[src/design/cps_pkg.sv]
// cps_pkg: shared constants and types for the charge pump start-up sequencer.
// assumes a single 125 MHz clock drives every module that imports it.
package cps_pkg;
  localparam int CLK_MHZ = 125;
  localparam int SS_TIMEOUT_MS = 100;
  localparam int PG_HOLD_MS = 60;
  localparam int SS_TIMEOUT_CYC = SS_TIMEOUT_MS * 1000 * CLK_MHZ;
  localparam int PG_HOLD_CYC = PG_HOLD_MS * 1000 * CLK_MHZ;
  localparam int OSC_DIV_HALF = 231;
  localparam int WDOG_CYC = 2048;
  localparam int CNT_W = 24;
  localparam logic STRAP_GROUNDED = 1'h0;
  localparam logic RST_LOW = 1'h0;
  localparam logic [1:0] SYNC_RST = 2'h0;

  typedef enum logic [2:0] {
    CPS_OFF = 3'h0,
    CPS_PRECHARGE = 3'h1,
    CPS_SOFTSTART = 3'h2,
    CPS_RUN = 3'h3,
    CPS_LATCHED = 3'h4,
    CPS_PGHOLD = 3'h5
  } cps_state_type;
endpackage

[src/design/cps_link_if.sv]
// cps_link_if: wires between the converter module and its controller.
// assumes the bench resolves power_good_line from every open-drain pull.
`timescale 1ns/1ns
interface cps_link_if;
  logic enable;
  logic power_good_line;
  logic pg_pull_oe;
  logic sync_in;
  logic sync_out;
  logic sync_oe;
  modport dev (
    input enable,
    input power_good_line,
    output pg_pull_oe,
    input sync_in,
    output sync_out,
    output sync_oe
  );
  modport ctl (
    output enable,
    input power_good_line
  );
endinterface

[src/design/cps_device.sv]
// cps_device: start-up sequencer of one charge pump converter module.
// assumes comparator levels arrive asynchronously and pins are resolved outside.
// Behaviour
// strap captured once before pump starts
// grounded strap: internal clock driven on sync
// enable is an active-high digital level
// input lockout gates operation continuously
// pre-charge runs until balanced
// soft-start ends at output threshold, release
// soft-start timeout latches device off
// latch cleared only by enable toggle
// power good is open-drain pull-down only
// external low keeps device in soft-start
// shared line; full power after all release
// fault pulls shared line low
// disabled device never pulls line low; here it holds the line low for PG_HOLD cycles after enable falls
// pre-biased output still held low
// release only after clean start-up
// hold low 60ms after enable falls
// controller ignores line under lockout
// paralleled enables share one signal
// no load before power good high
// straps fixed from power-up
// pump runs at half sync rate
// watchdog falls back to internal clock
// timeouts counted in cycles, as parameters
// comparator and line inputs synchronised
`timescale 1ns/1ns
module cps_device
  import cps_pkg::*;
#(
  parameter int SS_TIMEOUT = cps_pkg::SS_TIMEOUT_CYC,
  parameter int PG_HOLD = cps_pkg::PG_HOLD_CYC,
  parameter int WDOG = cps_pkg::WDOG_CYC
) (
  input wire logic clk,
  input wire logic rst_b,
  cps_link_if.dev link,
  input wire logic clock_source_strap,
  input wire logic input_lockout,
  input wire logic vout_above_th,
  input wire logic precharge_balanced,
  output logic pump_enable,
  output logic pump_clk_en,
  output logic soft_start_limit,
  output logic full_power,
  output logic latched_off,
  output logic ext_clock_active
);
  import cps_pkg::*;

  logic [4:0] s_q;
  logic en_s, lock_s, vout_s, bal_s, pg_s;
  logic strap_s;
  logic sync_s;


  cps_sync2 #(.W(7)) u_sync (
    .clk(clk),
    .rst_b(rst_b),
    .d({clock_source_strap, link.sync_in, link.enable, input_lockout, vout_above_th,
        precharge_balanced, link.power_good_line}),
    .q({strap_s, sync_s, s_q})
  );
  assign {en_s, lock_s, vout_s, bal_s, pg_s} = s_q;

  typedef struct packed {
    cps_state_type st;
    logic [CNT_W-1:0] cnt;
    logic strap_done;
    logic strap_ext;
    logic [8:0] div;
    logic osc;
    logic sync_last;
    logic [11:0] wd;
    logic ext_ok;
    logic pump_ph;
    logic pump_en;
    logic pump_clk;
    logic ss;
    logic full;
    logic latched;
    logic pull;
    logic drive_sync;
    logic ext_act;
  } cps_dev_state_type;

  cps_dev_state_type s_r, s_nxt;
  logic edge_src, src_edge;

  always_comb begin
    s_nxt = s_r;
    s_nxt.pump_clk = 1'h0;
    // internal oscillator from divider
    if (s_r.div == 9'(OSC_DIV_HALF - 1)) begin
      s_nxt.div = '0;
      s_nxt.osc = ~s_r.osc;
    end else begin
      s_nxt.div = s_r.div + 9'h1;
    end
    // watchdog on external sync edges
    s_nxt.sync_last = sync_s;
    if (sync_s != s_r.sync_last) begin
      s_nxt.wd = '0;
      s_nxt.ext_ok = 1'h1;
    end else if (s_r.wd == 12'(WDOG - 1)) begin
      s_nxt.ext_ok = 1'h0;
    end else begin
      s_nxt.wd = s_r.wd + 12'h1;
    end
    edge_src = (s_r.strap_ext && s_r.ext_ok) ? (sync_s && !s_r.sync_last)
                                             : (s_nxt.osc && !s_r.osc);
    src_edge = edge_src;
    // pump strobe every second sync rising edge
    if (src_edge) begin
      s_nxt.pump_ph = ~s_r.pump_ph;
      s_nxt.pump_clk = s_r.pump_ph && s_r.pump_en;
    end

    case (s_r.st)
      CPS_OFF: begin
        s_nxt.pull = 1'h0;
        if (en_s && !lock_s) begin
          if (!s_r.strap_done) begin
            // strap taken once, before the pump stage
            s_nxt.strap_done = 1'h1;
            s_nxt.strap_ext = (strap_s != STRAP_GROUNDED);
          end
          s_nxt.st = CPS_PRECHARGE;
          s_nxt.pull = 1'h1;
        end
      end
      CPS_PRECHARGE: begin

        if (bal_s) begin
          s_nxt.st = CPS_SOFTSTART;
          s_nxt.cnt = '0;
          s_nxt.pump_en = 1'h1;
          s_nxt.ss = 1'h1;
        end
      end
      CPS_SOFTSTART: begin
        s_nxt.cnt = s_r.cnt + 1'h1;
        if (vout_s) begin
          // release at output threshold, before exit
          s_nxt.pull = 1'h0;
        end
        if (vout_s && pg_s) begin

          s_nxt.st = CPS_RUN;
          s_nxt.ss = 1'h0;
          s_nxt.full = 1'h1;
        end else if (!vout_s && s_r.cnt >= CNT_W'(SS_TIMEOUT - 1)) begin

          s_nxt.st = CPS_LATCHED;
          s_nxt.latched = 1'h1;
          s_nxt.pump_en = 1'h0;
          s_nxt.ss = 1'h0;
          s_nxt.pull = 1'h1;
        end
      end
      CPS_RUN: begin
        if (!pg_s) begin
          // external pull-down drops back to soft-start
          s_nxt.st = CPS_SOFTSTART;
          s_nxt.cnt = '0;
          s_nxt.ss = 1'h1;
          s_nxt.full = 1'h0;
        end
        if (!vout_s) begin
          s_nxt.pull = 1'h1;
          s_nxt.st = CPS_SOFTSTART;
          s_nxt.cnt = '0;
          s_nxt.ss = 1'h1;
          s_nxt.full = 1'h0;
        end
      end
      CPS_LATCHED: begin
        // leave only once enable has dropped
        if (!en_s) begin
          s_nxt.latched = 1'h0;
        end
      end
      default: begin
      end
    endcase
    // lockout stops switching at once
    if (lock_s && s_r.st != CPS_OFF && s_r.st != CPS_PGHOLD && s_r.st != CPS_LATCHED) begin
      s_nxt.st = CPS_PRECHARGE;
      s_nxt.pump_en = 1'h0;
      s_nxt.ss = 1'h0;
      s_nxt.full = 1'h0;
      s_nxt.pull = 1'h1;
    end
    // enable fall starts the hold
    if (!en_s && s_r.st != CPS_OFF && s_r.st != CPS_PGHOLD) begin
      s_nxt.st = CPS_PGHOLD;
      s_nxt.cnt = '0;
      s_nxt.pump_en = 1'h0;
      s_nxt.ss = 1'h0;
      s_nxt.full = 1'h0;
      s_nxt.latched = 1'h0;
      s_nxt.pull = 1'h1;
    end
    if (s_r.st == CPS_PGHOLD) begin
      s_nxt.cnt = s_r.cnt + 1'h1;
      if (s_r.cnt >= CNT_W'(PG_HOLD - 1)) begin
        s_nxt.st = CPS_OFF;
        s_nxt.pull = 1'h0;
      end
    end
    // registered copies, so sync direction and source flag leave straight from flops
    s_nxt.drive_sync = s_nxt.strap_done && !s_nxt.strap_ext;
    s_nxt.ext_act = s_nxt.strap_ext && s_nxt.ext_ok;
  end

  always_ff @(posedge clk or negedge rst_b) begin
    if (!rst_b) begin
      s_r <= '0;
    end else begin
      s_r <= s_nxt;
    end
  end

  assign link.pg_pull_oe = s_r.pull;
  // grounded strap drives the internal clock out
  assign link.sync_out = s_r.osc;
  assign link.sync_oe = s_r.drive_sync;
  assign pump_enable = s_r.pump_en;
  assign pump_clk_en = s_r.pump_clk;
  assign soft_start_limit = s_r.ss;
  assign full_power = s_r.full;
  assign latched_off = s_r.latched;
  assign ext_clock_active = s_r.ext_act;
endmodule

[src/design/cps_sync2.sv]
// cps_sync2: generic two-flop synchroniser, one per bit.
// assumes inputs are asynchronous levels.
`timescale 1ns/1ns
module cps_sync2 #(
  parameter int W = 1
) (
  input wire logic clk,
  input wire logic rst_b,
  input wire logic [W-1:0] d,
  output logic [W-1:0] q
);
  logic [W-1:0] meta_r;
  always_ff @(posedge clk or negedge rst_b) begin
    if (!rst_b) begin
      meta_r <= '0;
      q <= '0;
    end else begin
      meta_r <= d;
      q <= meta_r;
    end
  end
endmodule
[src/flat_wrapper.sv]
// flat-port wrapper written by rule: the top's interface ports become plain ports
module cps_device_flat import cps_pkg::*;
#(
  parameter int SS_TIMEOUT = cps_pkg::SS_TIMEOUT_CYC,
  parameter int PG_HOLD = cps_pkg::PG_HOLD_CYC,
  parameter int WDOG = cps_pkg::WDOG_CYC
)
  (clk, rst_b, clock_source_strap, input_lockout, vout_above_th, precharge_balanced, pump_enable, pump_clk_en, soft_start_limit, full_power, latched_off, ext_clock_active, link_enable, link_power_good_line, link_pg_pull_oe, link_sync_in, link_sync_out, link_sync_oe);
  cps_link_if link_i ();
  input wire logic clk;
  input wire logic rst_b;
  input wire logic clock_source_strap;
  input wire logic input_lockout;
  input wire logic vout_above_th;
  input wire logic precharge_balanced;
  output logic pump_enable;
  output logic pump_clk_en;
  output logic soft_start_limit;
  output logic full_power;
  output logic latched_off;
  output logic ext_clock_active;
  input wire logic [$bits(link_i.enable)-1:0] link_enable;
  input wire logic [$bits(link_i.power_good_line)-1:0] link_power_good_line;
  output wire logic [$bits(link_i.pg_pull_oe)-1:0] link_pg_pull_oe;
  input wire logic [$bits(link_i.sync_in)-1:0] link_sync_in;
  output wire logic [$bits(link_i.sync_out)-1:0] link_sync_out;
  output wire logic [$bits(link_i.sync_oe)-1:0] link_sync_oe;
  assign link_i.enable = link_enable;
  assign link_i.power_good_line = link_power_good_line;
  assign link_pg_pull_oe = link_i.pg_pull_oe;
  assign link_i.sync_in = link_sync_in;
  assign link_sync_out = link_i.sync_out;
  assign link_sync_oe = link_i.sync_oe;
  cps_device #(.SS_TIMEOUT(SS_TIMEOUT), .PG_HOLD(PG_HOLD), .WDOG(WDOG)) u_core (.clk(clk), .rst_b(rst_b), .link(link_i), .clock_source_strap(clock_source_strap), .input_lockout(input_lockout), .vout_above_th(vout_above_th), .precharge_balanced(precharge_balanced), .pump_enable(pump_enable), .pump_clk_en(pump_clk_en), .soft_start_limit(soft_start_limit), .full_power(full_power), .latched_off(latched_off), .ext_clock_active(ext_clock_active));
endmodule
[config.mk]
export PLATFORM = sky130hd
export DESIGN_NAME = cps_device_flat
export DESIGN_NICKNAME = d
export VERILOG_FILES = /design/src/design/cps_pkg.sv /design/src/design/cps_link_if.sv /design/src/design/cps_device.sv /design/src/design/cps_sync2.sv /design/src/flat_wrapper.sv
export SDC_FILE = /design/constraint.sdc
export NUM_CORES = 1
export LEC_CHECK = 0
export ABC_AREA = 1
export ABC_CLOCK_PERIOD_IN_PS = 2490
export BUFFER_PORTS_ARGS = -buffer_cell sky130_fd_sc_hd__buf_2
export CORE_UTILIZATION = 40
export CTS_BUF_LIST = sky130_fd_sc_hd__clkbuf_8
export DETAILED_ROUTE_END_ITERATION = 10
export PLACE_DENSITY = 0.63
export SLEW_MARGIN = 10
export SYNTH_ARGS = -nofsm -noshare
export SYNTH_HDL_FRONTEND = slang
export SYNTH_SLANG_ARGS = --single-unit
[constraint.sdc]
create_clock -name clk -period 2.49 [get_ports clk]
set_input_delay 0.1245 -clock clk [delete_from_list [all_inputs] [get_ports clk]]
set_output_delay 0.1245 -clock clk [all_outputs]
set_load 0.03 [all_outputs]
## Yosys cells after proc, flatten, opt, wreduce, memory -nomap -nowiden

Cells that the tools add are included.

| word-level totals | value |
|---|---|
| flip-flop bits (word level) | 76 |
| bits of input ports | 9 |
| output and inout bits | 9 |
| word-level logic and storage cells | 128 |

| cells by class | value |
|---|---|
| add/subtract/negate cells | 3 |
| order comparisons | 2 |
| equality and inequality tests | 22 |
| multiplexer cells | 47 |
| bitwise gates (word level) | 2 |
| reductions and logical operators | 32 |

Operator list:

| operator | number |
|---|---|
| 2-to-1 mux 27 bit | 5 |
| one-hot mux 24 bit (3 select lines) | 1 |
| adder 24 x 1 -> 24 bit, second input constant | 1 |
| greater-or-equal comparator 24 x 23 -> 1 bit, second input constant | 1 |
| greater-or-equal comparator 24 bit, second input constant | 1 |
| 2-to-1 mux 1 bit | 19 |
| 2-to-1 mux 3 bit | 5 |
| logical AND 1 bit | 14 |
| 2-to-1 mux 2 bit | 7 |
| 2-to-1 mux 13 bit | 1 |
| adder 12 x 1 -> 12 bit, second input constant | 1 |
| == test 12 x 11 -> 1 bit, second input constant | 1 |
| 2-to-1 mux 12 bit | 1 |
| one-hot mux 3 bit (4 select lines) | 1 |
| AND reduction 4 bit | 3 |
| != test 5 x 3 -> 1 bit, second input constant | 2 |
| nonzero test 5 bit | 2 |
| adder 9 x 1 -> 9 bit, second input constant | 1 |
| == test 9 x 8 -> 1 bit, second input constant | 1 |
| 2-to-1 mux 9 bit | 1 |
| != test 3 bit, second input constant | 3 |
| != test 4 x 1 -> 1 bit, second input constant | 2 |
| != test 4 x 2 -> 1 bit, second input constant | 2 |
| nonzero test 4 bit | 2 |
| other kinds (17) | 30 |

## Depth between registers and ports, before layout

| depth | value |
|---|---|
| depth in word-level cells | 9 |
| gate-level depth with buffers | 12 |
| depth with buffers taken out | 12 |

## Hierarchy

Synthesis repeated with hierarchy kept, for this count alone.

| unflattened totals | value |
|---|---|
| cells, all modules | 503 |
| area, all modules | 4068.9 µm² |

Modules (own cells, without submodules):

| module | instances | cells an instance | area an instance (µm²) | seq. area each (µm²) |
|---|---|---|---|---|
| cps_device | 1 | 489 | 3718.6 | 1551.5 |
| cps_sync2 | 1 | 14 | 350.3 | 350.3 |

## Least setup slack after synthesis

Ideal clock, no wire load.

| path | value |
|---|---|
| path type | register to register |
| start | reg u_core.s_r[24] in the netlist's numbering |
| end | reg u_core.s_r[8] in the netlist's numbering |
| library setup time | 125 ps |
| arrival time | 1610 ps |
| required time | 2365 ps |
| path slack | 755 ps |
| cell stages (with the launch flop) | 8 |
| path buffers | 0 |
| clock period less this slack | 1735 ps |
| path through | dfrtp_1 inv_1 ha_1 nand3_1 nor3_1 ha_1 mux2i_1 xnor2_1 |

| between the ends | value |
|---|---|
| cells in the longest elaborated chain, start to end | 4 |

Ends and longest elaborated chain:

| element | line | source |
|---|---|---|
| from (decl) | cps_device.sv:88 | `cps_dev_state_type s_r, s_nxt;` |
| from (signal assigned) | cps_device.sv:221 | `s_r <= s_nxt;` |
| == test 9 x 8 -> 1 bit | cps_device.sv:95 | `if (s_r.div == 9'(OSC_DIV_HALF - 1)) begin` |
| 2-to-1 mux 1 bit | cps_device.sv:95 |  |
| logical AND 1 bit | cps_device.sv:112 | `: (s_nxt.osc && !s_r.osc);` |
| 2-to-1 mux 1 bit | cps_device.sv:111 | `edge_src = (s_r.strap_ext && s_r.ext_ok) ? (sync_s && !s_r.sync_last)` |

No other way between the ends.
A chain may end at the register's enable or synchronous reset.

## Final worst setup path

| path | value |
|---|---|
| start | reg u_core.s_r[59] in the netlist's numbering |
| end | reg u_core.s_r[42] in the netlist's numbering |

| between the ends | value |
|---|---|
| cells in the longest elaborated chain, start to end | 5 |
| elaborated cells on any way between the ends | 15 |
| those cells by class | eq/ne (7); mux (3); reduce/logical (5) |

Ends and longest elaborated chain:

| element | line | source |
|---|---|---|
| nonzero test 3 bit | cps_device.sv:196 | `if (!en_s && s_r.st != CPS_OFF && s_r.st != CPS_PGHOLD) begin` |
| logical AND 1 bit (2 in series) | cps_device.sv:196 |  |
| != test 5 x 3 -> 1 bit (no line) (tied with other cells) | - |  |
| AND reduction 3 bit (no line) or 2-to-1 mux 27 bit (tied branches) | - |  |

Several ways; a longest one is shown, not always the timed one.

==> results.cfg <==
[run_status]
status = finished, final reports clean

[finish]
reg_top3 = u_core.s_r (53), u_core.u_sync.meta_r (7), u_core.u_sync.q (7)
finalNonFillerCells = 641
syn_to_final_growth_pct = 12.7
largest_reg_flops = 53
layout-drive-gt1-share_pct = 11.9
n_antenna_cell = 0
regMostFlops = u_core.s_r
fillers = 910
nNetsFinal = 523
utilization_pct = 47.3

[cts]
post_cts_buffers = 0
cts_max_path_buffers = 2
ctsHoldBuffers = 8
insertion_delay_ps = 350
cts_resized = 0
cts_made_buffers = 9
cts_tree = built
path_clk_slew_ps = 90
root_buffer = clkbuf_8
htreeDepth = 3
clock-sinks = 76

[drt]
drt_iter0_drc = 168
wl_um = 8420
drc = 0
wire_per_inst_um = 13.1
firstDrtPassIters = 5
vias_per_cell = 5.06
via_count = 3246
final_antenna_net_count = 0

[global_route]
grt_pass1_wl_um = 14500
gr-usage-all-layers_pct = 18.2
antenna_found_initial = 0
grt_max_degree = 77
grt_overflow_total = 0
grt_pass1_vias = 3191

[critical_path]
critPathArrivalTime_ps = 2360
crit_path_cell_trace = nand2_1 -> nor2_1 -> nand2_1 -> nand3_2 -> nand2_2 -> inv_2 -> nor2_8 -> inv_4 -> nand2_1 -> a21oi_1
cpPeakStageDelay_ps = 540
cpMostUsedCell = nand2_1
cp-start-kind = register
critPathMaxFanout = 23
crit_buf_inv = 2
worst-setup-path-type = register to register
critPathSlowestCell = dfrtp_1
critPathTopFamily = simple AND/OR/NAND/NOR gates
crit_path_end_kind = register
cp.required_ps = 2760

[yosys]
seq_area_frac_synth_pct = 48.3
synthArstFlopShare_pct = 100
yosysTopAreaCellShare_pct = 48.3
synth_cell_types = 45
yosysTopAreaCell = dfrtp_1
yosysMostFrequentCell = nand2_1
ys_seq_elements = 76
ys.flop_type = dfrtp_1
syn-num-nets = 491
syn_area_mm2 = 0.00393
netlist_instances = 476
synth_enable_flop_cells = 0
avgSynthCellArea_um2 = 8.26
synth.area.top_cells = dfrtp_1, nand2_1, inv_1
netlist_top_cells_count = nand2_1, dfrtp_1, inv_1
ys_warn_count = 0

[floorplan]
rows = 35
core_mm2 = 0.00937
fp.dieArea_mm2 = 0.0102
fp.dieH_um = 101
die_x_um = 101
ios = 18
initial_core_util_pct = 42.0

[sta]
clock.fmax_mhz = 478
period_needed_ps = 2090
max_slew_margin_pct = 36.9
tns_ps = 0
hold_violations = 0
tightest_slew_ps = 946
fin_crit_sh_pct = 83.9
final_max_slew_viol_count = 0
finClkSkew_ps = 15.8
grt_setup_unrepaired = false
setup_slack_ps = 400
whs_ps = 354
finalSetupViolCount = 0

[placement]
post-place-cells = 618
io_buffers = 17
place_ws_ps = 444
gp_congestion = 0.919
dpl.hpwl_um = 6040

[power_and_ir_drop]
p_per_area_mw_per_mm2 = 792
p_leak_uw = 0.00209
ir_drop_mv = 0.325

[hold_path]
hold_class = register to register

[flow_run]
cap_violations = 0
-- cells in the final DEF (no fill, tap or decap), drive strengths merged, types with 2 or more instances in the layout --
master and count:
nor3 19, inv 66, o31ai 2, nor4 2, a21oi 26, o21ai 15
clkbuf 9, and3 3, dlygate4sd3 8, nand2 108, nor2 58, xor2 9
buf 18, and2 2, nand3 38, dfrtp 76, ha 6, nand3b 2
o211ai 3, a211oi 5, xnor2 2, o21a 2, a31oi 6, nand4 12
nor3b 6
-- through the flow --
step / total power (µW) / instance area, µm²
after floorplan: 2340 / 3930
after global placement: 2560 / 4160
after detailed placement: 2580 / 4160
after CTS: 3560 / 4430
after global routing: 3750 / 4430
final: 3510 / 4430
-- cell type report --
cell class | instances | area (µm²) | share of cell area (%)
timing repair buffer | 26 | 175 | 3.95
tap | 129 | 161 | 3.64
multi-input combinational | 332 | 1760 | 39.7
inverter | 63 | 239 | 5.39
sequential | 76 | 1900 | 42.9
clock inverter | 6 | 71.3 | 1.61
clock buffer | 9 | 124 | 2.79
-- report_power, final --
part	switching [µW]	internal, µW
combinational	763	325
clock	478	470
sequential	108	1370
-- cells by family after synthesis --
| logic type | count (synthesis) | share of synthesized area, % |
|---|---|---|
| AO/OA/AOI/OAI | 62 | 9.19 |
| flip-flops | 76 | 48.3 |
| AND/OR/NAND/NOR | 251 | 30.7 |
| buffers and inverters | 68 | 6.87 |
| adder cells (fa/ha/maj) | 6 | 1.91 |
| multiplexers | 2 | 0.541 |
| XOR/XNOR | 11 | 2.45 |
-- worst reg2reg max path, delay by kind of cell, from the launching register on --
family / cells / cell delay [ps]
and+or+nand+nor: 7 / 940
DFF: 1 / 540
buffers and inverters: 2 / 380
AOI/OAI and AO/OA: 1 / 140
-- metal layers --
| layer | GRT usage, % | share of wire, % | up-vias |
|---|---|---|---|
| li1 | - | - | 1638 |
| met1 | 23.6 | 46 | 1521 |
| met2 | 29.6 | 48 | 77 |
| met3 | 5.52 | 4.7 | 10 |
| met4 | 5.02 | 1.2 | 0 |
| met5 | 0 | 0 | - |
-- worst paths after layout --
check | from | endpoint | slack, ps | depth (start not counted)
worst max register to register | u_core.s_r[59] | u_core.s_r[42] | 400 | 10
worst max-delay path | u_core.s_r[59] | u_core.s_r[42] | 400 | 10
worst min register to register | u_core.u_sync.meta_r[4] | u_core.u_sync.q[4] | 350 | 0
min in group asynchronous | rst_b | u_core.full_power | 450 | 2
worst min-delay path | u_core.u_sync.meta_r[4] | u_core.u_sync.q[4] | 350 | 0
max in group asynchronous | rst_b | u_core.s_r[38] | 1420 | 2
Note: power is estimated with default switching activity, not from simulation.
